[config.mk]
export PLATFORM = sky130hd
export DESIGN_NAME = ujt_tap_bridge
export DESIGN_NICKNAME = d
export VERILOG_FILES = /design/src/pkg/ujt_pkg.sv /design/src/core/ujt_sync_bit.sv /design/src/core/ujt_tap_bridge.sv
export SDC_FILE = /design/constraint.sdc
export NUM_CORES = 1
export LEC_CHECK = 0
export BUFFER_PORTS_ARGS = -buffer_cell sky130_fd_sc_hd__buf_2
export CORE_MARGIN = 2
export CORE_UTILIZATION = 36
export DETAILED_ROUTE_END_ITERATION = 8
export SKIP_CTS_REPAIR_TIMING = 1
export SLEW_MARGIN = 20
export SYNTH_ARGS = -nofsm -noshare
export SYNTH_HDL_FRONTEND = slang
export SYNTH_SLANG_ARGS = --single-unit
[constraint.sdc]
create_clock -name clk_sys -period 4.5 [get_ports clk_sys]
set_clock_uncertainty 0.05 [all_clocks]
set_input_delay 0 -clock clk_sys [delete_from_list [all_inputs] [get_ports clk_sys]]
set_output_delay 0 -clock clk_sys [all_outputs]
set_load 0.005 [all_outputs]
[src/pkg/ujt_pkg.sv]
// Shared constants and types for the user scan access bridge.
// Assumes a single system clock that samples all JTAG pins.
package ujt_pkg;

    // ------------------------------------------------------------
    // Widths and instruction ranges
    // ------------------------------------------------------------
    localparam int IR_WIDTH = 8;
    localparam int DR_WIDTH = 32;
    localparam logic [7:0] USER_IR_LO = 8'h10;
    localparam logic [7:0] USER_IR_HI = 8'h7f;
    localparam logic [7:0] IR_CAPTURE_VAL = 8'h01;
    localparam logic [7:0] INSTR_IDCODE = 8'h0f;
    localparam logic [7:0] INSTR_BYPASS = 8'hff;
    localparam logic [7:0] IR_RESET_VAL = 8'h0f;
    localparam logic [31:0] DR_RESET_VAL = 32'h00000000;
    localparam logic [2:0] TMS_ONES_TO_RESET = 3'h5;

    // ------------------------------------------------------------
    // TAP controller states
    // ------------------------------------------------------------
    typedef enum logic [3:0] {
        TAP_RESET      = 4'b0000,
        TAP_IDLE       = 4'b0001,
        TAP_SEL_DR     = 4'b0010,
        TAP_CAPTURE_DR = 4'b0011,
        TAP_SHIFT_DR   = 4'b0100,
        TAP_EXIT1_DR   = 4'b0101,
        TAP_PAUSE_DR   = 4'b0110,
        TAP_EXIT2_DR   = 4'b0111,
        TAP_UPDATE_DR  = 4'b1000,
        TAP_SEL_IR     = 4'b1001,
        TAP_CAPTURE_IR = 4'b1010,
        TAP_SHIFT_IR   = 4'b1011,
        TAP_EXIT1_IR   = 4'b1100,
        TAP_PAUSE_IR   = 4'b1101,
        TAP_EXIT2_IR   = 4'b1110,
        TAP_UPDATE_IR  = 4'b1111
    } ujt_tap_state_e;

endpackage

[src/core/ujt_sync_bit.sv]
// Two-flop synchroniser for one pin input.
// Assumes the input is asynchronous to clk_sys.
`timescale 1ns/100ps
module ujt_sync_bit #(
    parameter logic RESET_VAL = 1'b0
) (
    // Clock and reset
    input wire logic clk_sys,
    input wire logic reset_n,
    // Data
    input wire logic async_in,
    output logic sync_out
);

    logic meta_reg;

    always_ff @(posedge clk_sys) begin
        if (!reset_n) begin
            meta_reg <= RESET_VAL;
            sync_out <= RESET_VAL;
        end else begin
            meta_reg <= async_in;
            sync_out <= meta_reg;
        end
    end

endmodule // ujt_sync_bit

[src/core/ujt_tap_bridge.sv]
// TAP controller with user scan access for fabric logic.
// Assumes TCK runs far slower than clk_sys, which samples every pin.
//
// How it works
// Instruction register shown on user_ir_value.
// Codes 16 to 127 are user instructions.
// user_tap_reset_n low only in reset state.
// System reset forces the TAP into reset.
// TDI pin goes straight to user_tdi.
// User codes route user_tdo onto TDO.
// user_dr_shift high only in Shift-DR.
// user_dr_capture high only in Capture-DR.
// user_dr_update high only in Update-DR.
// TCK pin goes straight to user_dr_clock.
// Low test reset puts TAP in reset.
// Pins connect to top-level design ports.
// TDO serial out, TDI serial in.
// Standard sixteen-state TAP stepped by TCK.
// Other codes drive TDO from internal registers.
`timescale 1ns/100ps
module ujt_tap_bridge
    import ujt_pkg::*;
#(
    // Identification word, value arbitrary.
    parameter logic [31:0] ID_WORD = 32'h00000001
) (
    // Clock and reset
    input wire logic clk_sys,
    input wire logic reset_n,
    // JTAG pins
    input wire logic tck,
    input wire logic tms,
    input wire logic tdi,
    input wire logic test_reset_n,
    output logic tdo,
    output logic tdo_oe,
    // User fabric side
    output logic [7:0] user_ir_value,
    output logic user_tap_reset_n,
    output logic user_tdi,
    input wire logic user_tdo,
    output logic user_dr_shift,
    output logic user_dr_capture,
    output logic user_dr_update,
    output logic user_dr_clock
);

    // ------------------------------------------------------------
    // Pin synchronisers
    // ------------------------------------------------------------
    logic tck_s;
    logic tms_s;
    logic tdi_s;
    logic trst_n_s;
    logic user_tdo_s;

    ujt_sync_bit #(.RESET_VAL(1'b0)) u_sync_tck (
        .clk_sys(clk_sys), .reset_n(reset_n), .async_in(tck), .sync_out(tck_s));
    ujt_sync_bit #(.RESET_VAL(1'b1)) u_sync_tms (
        .clk_sys(clk_sys), .reset_n(reset_n), .async_in(tms), .sync_out(tms_s));
    ujt_sync_bit #(.RESET_VAL(1'b1)) u_sync_tdi (
        .clk_sys(clk_sys), .reset_n(reset_n), .async_in(tdi), .sync_out(tdi_s));
    ujt_sync_bit #(.RESET_VAL(1'b0)) u_sync_trst (
        .clk_sys(clk_sys), .reset_n(reset_n), .async_in(test_reset_n),
        .sync_out(trst_n_s));
    ujt_sync_bit #(.RESET_VAL(1'b0)) u_sync_user_tdo (
        .clk_sys(clk_sys), .reset_n(reset_n), .async_in(user_tdo),
        .sync_out(user_tdo_s));

    // ------------------------------------------------------------
    // Registers and decode
    // ------------------------------------------------------------
    ujt_tap_state_e state_reg;
    ujt_tap_state_e state_next;
    logic tck_d_reg;
    logic [7:0] ir_shift_reg;
    logic [7:0] ir_reg;
    logic [31:0] dr_shift_reg;
    logic tdo_reg;
    logic tdo_oe_reg;
    logic [2:0] tms_ones_reg;

    wire tck_rise = tck_s & ~tck_d_reg;
    wire tck_fall = ~tck_s & tck_d_reg;
    wire user_range = (ir_reg >= USER_IR_LO) && (ir_reg <= USER_IR_HI);
    wire sel_idcode = (ir_reg == INSTR_IDCODE);
    wire in_shift_ir = (state_reg == TAP_SHIFT_IR);
    wire in_shift_dr = (state_reg == TAP_SHIFT_DR);
    wire tdo_internal = in_shift_ir ? ir_shift_reg[0] : dr_shift_reg[0];
    wire tdo_select = (in_shift_dr && user_range) ? user_tdo_s : tdo_internal;

    // ------------------------------------------------------------
    // TAP next-state
    // ------------------------------------------------------------
    always_comb begin
        state_next = state_reg;
        case (state_reg)
            TAP_RESET: state_next = tms_s ? TAP_RESET : TAP_IDLE;
            TAP_IDLE: state_next = tms_s ? TAP_SEL_DR : TAP_IDLE;
            TAP_SEL_DR: state_next = tms_s ? TAP_SEL_IR : TAP_CAPTURE_DR;
            TAP_CAPTURE_DR: state_next = tms_s ? TAP_EXIT1_DR : TAP_SHIFT_DR;
            TAP_SHIFT_DR: state_next = tms_s ? TAP_EXIT1_DR : TAP_SHIFT_DR;
            TAP_EXIT1_DR: state_next = tms_s ? TAP_UPDATE_DR : TAP_PAUSE_DR;
            TAP_PAUSE_DR: state_next = tms_s ? TAP_EXIT2_DR : TAP_PAUSE_DR;
            TAP_EXIT2_DR: state_next = tms_s ? TAP_UPDATE_DR : TAP_SHIFT_DR;
            TAP_UPDATE_DR: state_next = tms_s ? TAP_SEL_DR : TAP_IDLE;
            TAP_SEL_IR: state_next = tms_s ? TAP_RESET : TAP_CAPTURE_IR;
            TAP_CAPTURE_IR: state_next = tms_s ? TAP_EXIT1_IR : TAP_SHIFT_IR;
            TAP_SHIFT_IR: state_next = tms_s ? TAP_EXIT1_IR : TAP_SHIFT_IR;
            TAP_EXIT1_IR: state_next = tms_s ? TAP_UPDATE_IR : TAP_PAUSE_IR;
            TAP_PAUSE_IR: state_next = tms_s ? TAP_EXIT2_IR : TAP_PAUSE_IR;
            TAP_EXIT2_IR: state_next = tms_s ? TAP_UPDATE_IR : TAP_SHIFT_IR;
            TAP_UPDATE_IR: state_next = tms_s ? TAP_SEL_DR : TAP_IDLE;
            default: state_next = TAP_RESET;
        endcase
    end

    // ------------------------------------------------------------
    // TAP state and edge detect
    // ------------------------------------------------------------
    always_ff @(posedge clk_sys) begin
        if (!reset_n || !trst_n_s) begin
            state_reg <= TAP_RESET;
        end else if (tck_rise) begin
            state_reg <= state_next;
        end
    end

    always_ff @(posedge clk_sys) begin
        if (!reset_n) begin
            tck_d_reg <= 1'b0;
        end else begin
            tck_d_reg <= tck_s;
        end
    end

    // ------------------------------------------------------------
    // Instruction register
    // ------------------------------------------------------------
    always_ff @(posedge clk_sys) begin
        if (!reset_n || state_reg == TAP_RESET) begin
            ir_shift_reg <= IR_RESET_VAL;
            ir_reg <= IR_RESET_VAL;
        end else if (tck_rise) begin
            if (state_reg == TAP_CAPTURE_IR) begin
                ir_shift_reg <= IR_CAPTURE_VAL;
            end else if (in_shift_ir) begin
                ir_shift_reg <= {tdi_s, ir_shift_reg[7:1]};
            end else if (state_reg == TAP_UPDATE_IR) begin
                ir_reg <= ir_shift_reg;
            end
        end
    end

    // ------------------------------------------------------------
    // Internal data registers
    // ------------------------------------------------------------
    always_ff @(posedge clk_sys) begin
        if (!reset_n) begin
            dr_shift_reg <= DR_RESET_VAL;
        end else if (tck_rise && state_reg == TAP_CAPTURE_DR) begin
            dr_shift_reg <= sel_idcode ? ID_WORD : DR_RESET_VAL;
        end else if (tck_rise && in_shift_dr) begin
            dr_shift_reg <= sel_idcode ? {tdi_s, dr_shift_reg[31:1]} : {31'h0, tdi_s};
        end
    end

    // ------------------------------------------------------------
    // TDO on the falling TCK edge
    // ------------------------------------------------------------
    always_ff @(posedge clk_sys) begin
        if (!reset_n) begin
            tdo_reg <= 1'b0;
            tdo_oe_reg <= 1'b0;
        end else if (tck_fall) begin
            tdo_reg <= tdo_select;
            tdo_oe_reg <= in_shift_ir | in_shift_dr;
        end
    end

    // ------------------------------------------------------------
    // Outputs
    // ------------------------------------------------------------
    assign tdo = tdo_reg;
    assign tdo_oe = tdo_oe_reg;
    assign user_ir_value = ir_reg;
    assign user_tap_reset_n = (state_reg != TAP_RESET);
    assign user_tdi = tdi;
    assign user_dr_clock = tck;
    assign user_dr_shift = in_shift_dr;
    assign user_dr_capture = (state_reg == TAP_CAPTURE_DR);
    assign user_dr_update = (state_reg == TAP_UPDATE_DR);

    // ------------------------------------------------------------
    // Checks
    // ------------------------------------------------------------
    always_ff @(posedge clk_sys) begin
        if (!reset_n || !trst_n_s) begin
            tms_ones_reg <= 3'h0;
        end else if (tck_rise) begin
            tms_ones_reg <= !tms_s ? 3'h0 :
                (tms_ones_reg == TMS_ONES_TO_RESET) ? tms_ones_reg : tms_ones_reg + 3'h1;
        end
    end
endmodule // ujt_tap_bridge

==> results of run 1 <==
-- cell type report --
class                      instances  share of cell area
multi-input combinational        217               0.417
sequential                        65               0.416
timing repair buffer              29              0.0560
clock buffer                      11              0.0484
tap                               99              0.0396
clock inverter                     5              0.0172
inverter                           5             0.00600
-- power groups by stage --
stage          clock (W)  combinational, W  sequential (W)
5_1_grt         0.000540         0.0000298        0.000583
2_1_floorplan          0         0.0000195        0.000594
3_5_place_dp           0         0.0000235        0.000596
4_1_cts         0.000513         0.0000236        0.000583
6_report        0.000496         0.0000266        0.000583
3_3_place_gp           0         0.0000234        0.000596
-- cell usage in the layout (no fill, tap or decap), drive strengths merged, types with 7 or more instances in the layout --
cell    Yosys  final
mux2i      10     10
nand2      46     46
buf        10     24
nand3      44     44
dfxtp      65     65
a21oi      13     13
nor2        9      9
a21boi     32     32
nand2b      8      8
o21ai       7      7
clkbuf     16     11
and2        9      9
-- worst paths after layout --
| kind | slack (ns) | end | from |
|---|---|---|---|
| min | 0.15 | u_sync_tms.sync_out | reset_n |
| min reg2reg | 0.36 | u_sync_tms.sync_out | u_sync_tms.meta_reg |
| max reg2reg | 2.23 | dr_shift_reg[21] | state_reg[0] |
| max | 2.23 | dr_shift_reg[21] | state_reg[0] |
-- per-stage QoR --
step	setup WS (ns)	total power (W)	instances	hold slack [ns]
finish	2.23	0.00111	431	0.147
global route	2.01	0.00115	431	0.211
CTS	2.25	0.00112	426	-0.200
detailed placement	2.27	0.000620	410	0.126
global placement	2.30	0.000620	410	0.127
floorplan	2.84	0.000614	313	0.0308
-- cells by family (layout without fill, tap and decap cells) --
| kind of cell | count (synthesis) | count (layout) |
|---|---|---|
| AO/OA/AOI/OAI | 66 | 66 |
| XOR/XNOR | 1 | 1 |
| buffers and inverters | 31 | 50 |
| flip-flops | 65 | 65 |
| multiplexers | 11 | 11 |
| AND/OR/NAND/NOR | 139 | 139 |
-- layer usage --
metal | up-vias | GRT usage | routed length (um)
met5 | - | 0 | 0
met4 | 0 | 0.0492 | 32
met3 | 2 | 0.0324 | 134
met2 | 29 | 0.188 | 2430
met1 | 1041 | 0.193 | 2780
li1 | 1116 | - | -
==> impl_metrics.py, run 1 <==
metrics = {
    "yosys": {
        "synth_xor_area_frac": 0.00317,
        "synth-compound-area-share": 0.176,
        "synth_top_area_frac": 0.471,
        "synth_edf_count": 0,
        "netlist_top_cells_count": "65 x dfxtp_1, 46 x nand2_1, 44 x nand3_1, 30 x a21boi_1, 16 x clkbuf_1",
        "syn_inst": 313,
        "yosys_warnings": 0,
        "synth_top_family_by_area": "simple AND/OR/NAND/NOR gates",
        "ys_ff_latch": 65,
        "synth.distinct_cells": 42,
        "synth.net_count": 320,
        "synthTopCellsByArea": "dfxtp_1 47%, a21boi_1 8.2%, nand3_1 8.0%, nand2_1 6.3%, mux2i_1 3.6%",
        "yosysMostFrequentCell": "dfxtp_1",
        "yosys.area_share.simple": 0.253,
        "async_flop_share": 0,
        "syn_avg_cell_area_um2": 8.82,
        "synth_area_leader_cell": "dfxtp_1",
        "synthAdderAreaFrac": 0,
        "muxShareOfSynthArea": 0.0403,
        "syn_area_um2": 2760,
        "ys_seq_area_frac": 0.471,
        "ys.flop_type": "dfxtp_1",
    },
    "sta": {
        "hold_violations": 0,
        "max_freq_mhz": 441,
        "tns_ns": 0,
        "tightest_slew_ns": 0.946,
        "post-route-period-util": 0.504,
        "maxSlewHeadroom": 0.369,
        "drv_slew": 0,
        "setup_viol": 0,
        "rsz0062_at_grt": "false",
        "fin_crit_ns": 2.27,
    },
    "floorplanning": {
        "io_pins": 23,
        "core-area_um2": 7330,
        "die_w_um": 91.6,
        "die_area_um2": 8390,
        "start_util": 0.377,
        "fp-row-count": 31,
        "die_y_um": 91.6,
    },
    "global_route": {
        "grt_pass1_vias": 1920,
        "grt_max_degree": 51,
        "grt_antenna_before_repair": 0,
        "overflow": 0,
        "grt_first_pass_wirelength_um": 9130,
        "grt.total_usage": 0.132,
    },
    "power": {
        "p_per_area_nw_per_um2": 353,
        "p_sw_w": 0.000228,
        "p_clk_frac": 0.449,
        "pwr-share-seq": 0.527,
        "swShare": 0.206,
        "leakagePower_nw": 1.20,
        "p_int_w": 0.000878,
        "p_comb_frac": 0.024,
        "peakVddDrop_mv": 0.230,
    },
    "setup_path": {
        "cp.depth": 4,
        "startpoint_type": "flip-flop",
        "crit_fanout": 31,
        "worstSetupPathType": "reg -> reg",
        "rr_worst_depth": 4,
        "endpoint_kind": "flip-flop",
        "crit_buf_inv": 0,
        "crit_slowest_cell": "dfxtp_1",
        "cpPeakStageDelay_ns": 0.83,
        "cp.arrival_ns": 2.48,
        "cpLargestDelayFamily": "compound AO/OA/AOI/OAI gates",
        "crit_required_ns": 4.71,
        "crit_chain": "or3b_4 -> a211o_1 -> nand2_1 -> a21boi_1",
    },
    "layout": {
        "multi_input_area_um2": 1310,
        "nets": 334,
        "area_delta_synth_final_pct": 13.3,
        "utilization": 0.427,
        "fill_cells": 724,
        "seqCellArea_um2": 1300,
        "largest_reg_flops": 32,
        "stdcell_area_um2": 3130,
        "n_antenna_cell": 0,
        "drive_gt1_frac": 0.142,
    },
    "route": {
        "drc_errors": 0,
        "vias": 2188,
        "wl_per_cell_um": 12.5,
        "drt-initial-drc-count": 132,
        "avgViaCountPerCell": 5.08,
        "ant_nets": 0,
        "dr.pass1.iters": 4,
        "wl_um": 5370,
    },
    "job": {
        "max-cap-violations": 0,
    },
    "outcome": {
        "outcome": "completed",
    },
    "cts": {
        "cts_buffers": 9,
        "cts-root-buf": "clkbuf_8",
        "clk_latency_ns": 0.32,
        "cts_tree": "built",
        "cts.clk_slew.worst_paths_ns": 0.07,
        "h-tree-depth": 3,
        "cts_sinks": 65,
        "clockBufferDepth": 2,
    },
    "placement": {
        "numPortBuffers": 22,
        "hpwl_um": 3290,
        "place.gp.congestion": 0.797,
        "placed_cell_area_um2": 2870,
    },
    "min_path": {
        "hold_path_depth": 2,
        "min-delay-path-class": "in -> reg",
    },
}
(Power assumes the default switching activity.)
==> run 2: changes to the inputs <==
ABC_AREA = 1   (was unset)
clock period = 2 ns   (was 4.5 ns; I/O delays follow)
==> impl_metrics.py, run 2 <==
metrics = {
    "outcome": {
        "outcome": "completed",
    },
    "yosys": {
        "syn_avg_cell_area_um2": 7.78,
        "ys.flop_type": "dfxtp_1",
        "netlist_top_cells_count": "97 x nand2_1, 65 x dfxtp_1, 29 x a21oi_2, 29 x o21ai_1, 26 x nor2_1",
        "syn_area_um2": 2830,
        "yosysMostFrequentCell": "nand2_1",
        "synth.distinct_cells": 28,
        "synth_area_leader_cell": "dfxtp_1",
        "synth_edf_count": 0,
        "syn_inst": 363,
        "synth.net_count": 370,
        "ys_ff_latch": 65,
        "async_flop_share": 0,
        "ys_seq_area_frac": 0.461,
        "yosys_warnings": 0,
        "synth_top_area_frac": 0.461,
        "synthTopCellsByArea": "dfxtp_1 46%, nand2_1 13%, a21oi_2 9.0%, o21ai_1 5.1%, nor2_1 3.5%",
    },
    "route": {
        "wl_um": 5320,
        "drt-initial-drc-count": 75,
        "avgViaCountPerCell": 4.73,
        "ant_nets": 0,
        "vias": 2347,
        "wl_per_cell_um": 10.7,
        "dr.pass1.iters": 4,
        "drc_errors": 0,
    },
    "cts": {
        "clk_latency_ns": 0.34,
        "cts_tree": "built",
        "cts_sinks": 65,
        "cts_buffers": 9,
        "h-tree-depth": 3,
        "cts-root-buf": "clkbuf_8",
        "cts.clk_slew.worst_paths_ns": 0.07,
        "clockBufferDepth": 2,
    },
    "min_path": {
        "min-delay-path-class": "in -> reg",
    },
    "placement": {
        "dp_cells": 475,
        "numPortBuffers": 22,
        "hpwl_um": 3680,
        "place.gp.congestion": 0.936,
    },
    "floorplanning": {
        "die_area_um2": 8570,
        "fp-row-count": 32,
        "io_pins": 23,
        "die_w_um": 92.6,
        "start_util": 0.369,
        "die_y_um": 92.6,
        "core-area_um2": 7650,
    },
    "job": {
        "max-cap-violations": 0,
    },
    "sta": {
        "maxSlewHeadroom": 0.715,
        "tightest_slew_ns": 0.428,
        "max_freq_mhz": 609,
        "hold_violations": 0,
        "drv_slew": 0,
        "tns_ns": 0,
        "rsz0062_at_grt": "false",
        "setup_viol": 0,
        "holdWs_ns": 0.0398,
        "fin_crit_ns": 1.64,
        "post-route-period-util": 0.821,
    },
    "layout": {
        "nets": 396,
        "largest_reg_flops": 32,
        "area_delta_synth_final_pct": 14.6,
        "n_antenna_cell": 0,
        "mostFrequentLayoutCells": "97 x nand2_1, 65 x dfxtp_1, 29 x o21ai_1, 29 x a21oi_2, 26 x nor2_1",
        "final_common_cell": "nand2_1",
        "fin_cells": 496,
        "drive_gt1_frac": 0.254,
    },
    "power": {
        "peakVddDrop_mv": 0.382,
        "leakagePower_nw": 1.34,
        "p_per_area_nw_per_um2": 756,
    },
    "global_route": {
        "grt_antenna_before_repair": 0,
        "grt_max_degree": 32,
        "grt.total_usage": 0.136,
        "overflow": 0,
        "grt_pass1_vias": 2150,
        "grt_first_pass_wirelength_um": 9400,
    },
    "setup_path": {
        "endpoint_kind": "flip-flop",
        "startpoint_type": "flip-flop",
        "worstSetupPathType": "reg -> reg",
        "cp.arrival_ns": 1.87,
        "crit_fanout": 25,
        "crit_required_ns": 2.22,
    },
}
==> run 2: cell count changes after synthesis, sizes merged, moves of 8 or more <==
cell | before | now
a21boi | 32 | 0
a21oi | 13 | 45
and2 | 9 | 0
clkbuf | 16 | 3
inv | 5 | 31
mux2i | 10 | 0
nand2 | 46 | 106
nand2b | 8 | 0
nand3 | 44 | 16
nor2 | 9 | 33
o21ai | 7 | 39
==> run 2: path summary, 6_finish.rpt <==
path | start | slack, ns | cells after the start | to
worst min-delay path | reset_n | 0.04 | 3 | u_sync_trst.meta_reg
worst max register to register | state_reg[2] | 0.36 | 8 | dr_shift_reg[14]
worst min register to register | u_sync_tms.meta_reg | 0.37 | 1 | u_sync_tms.sync_out
worst max-delay path | state_reg[2] | 0.36 | 8 | dr_shift_reg[14]
==> run 2: worst max-delay path, cell delays in order (launching register included) <==
cell	delay (ns)
dfxtp_1	0.37
nor2_2	0.26
nand2_2	0.12
nand2_2	0.10
nand2_4	0.06
inv_6	0.19
buf_12	0.20
o21ai_1	0.08
a21oi_2	0.12
==> run 2: stage by stage <==
stage / worst slack [ns] / utilization / instance area, um2 / power, W
5_1_grt: 0.218 / 0.423 / 3240 / 0.00255
4_1_cts: 0.358 / 0.417 / 3190 / 0.00248
2_1_floorplan: 0.712 / - / 2830 / 0.00137
3_5_place_dp: 0.366 / 0.391 / 2990 / 0.00138
6_report: 0.357 / 0.423 / 3240 / 0.00245
3_3_place_gp: 0.397 / 0.391 / 2990 / 0.00138
==> run 2: per-layer routing <==
metal  vias to the layer above  part of all wire  global-route usage
li1                       1222                 -                   -
met1                      1057              0.48               0.169
met2                        50              0.45               0.209
met3                        18             0.049              0.0488
met4                         0             0.024              0.0647
met5                         -                 0                   0
==> run 2: logic make-up after synthesis <==
family,after synthesis,synth area share
AND/OR/NAND/NOR,160,0.245
buffers and inverters,48,0.0895
AO/OA/AOI/OAI,90,0.205
flip-flops,65,0.461
==> run 2: final cells by class <==
class / instances / area (um2)
Sequential cell: 65 / 1300
Tap cell: 102 / 128
Clock buffer: 11 / 141
Fill cell: 776 / 4410
Clock inverter: 5 / 55.1
Timing Repair Buffer: 30 / 208
Inverter: 33 / 133
Multi-Input combinational cell: 250 / 1270
==> run 2: power by group <==
| part | switching (W) | leakage, nW | internal, W |
|---|---|---|---|
| Sequential | 0.00000503 | 0.526 | 0.00130 |
| Clock | 0.000480 | 0.0953 | 0.000605 |
| Combinational | 0.0000293 | 0.714 | 0.0000217 |
| Total | 0.000515 | 1.34 | 0.00193 |
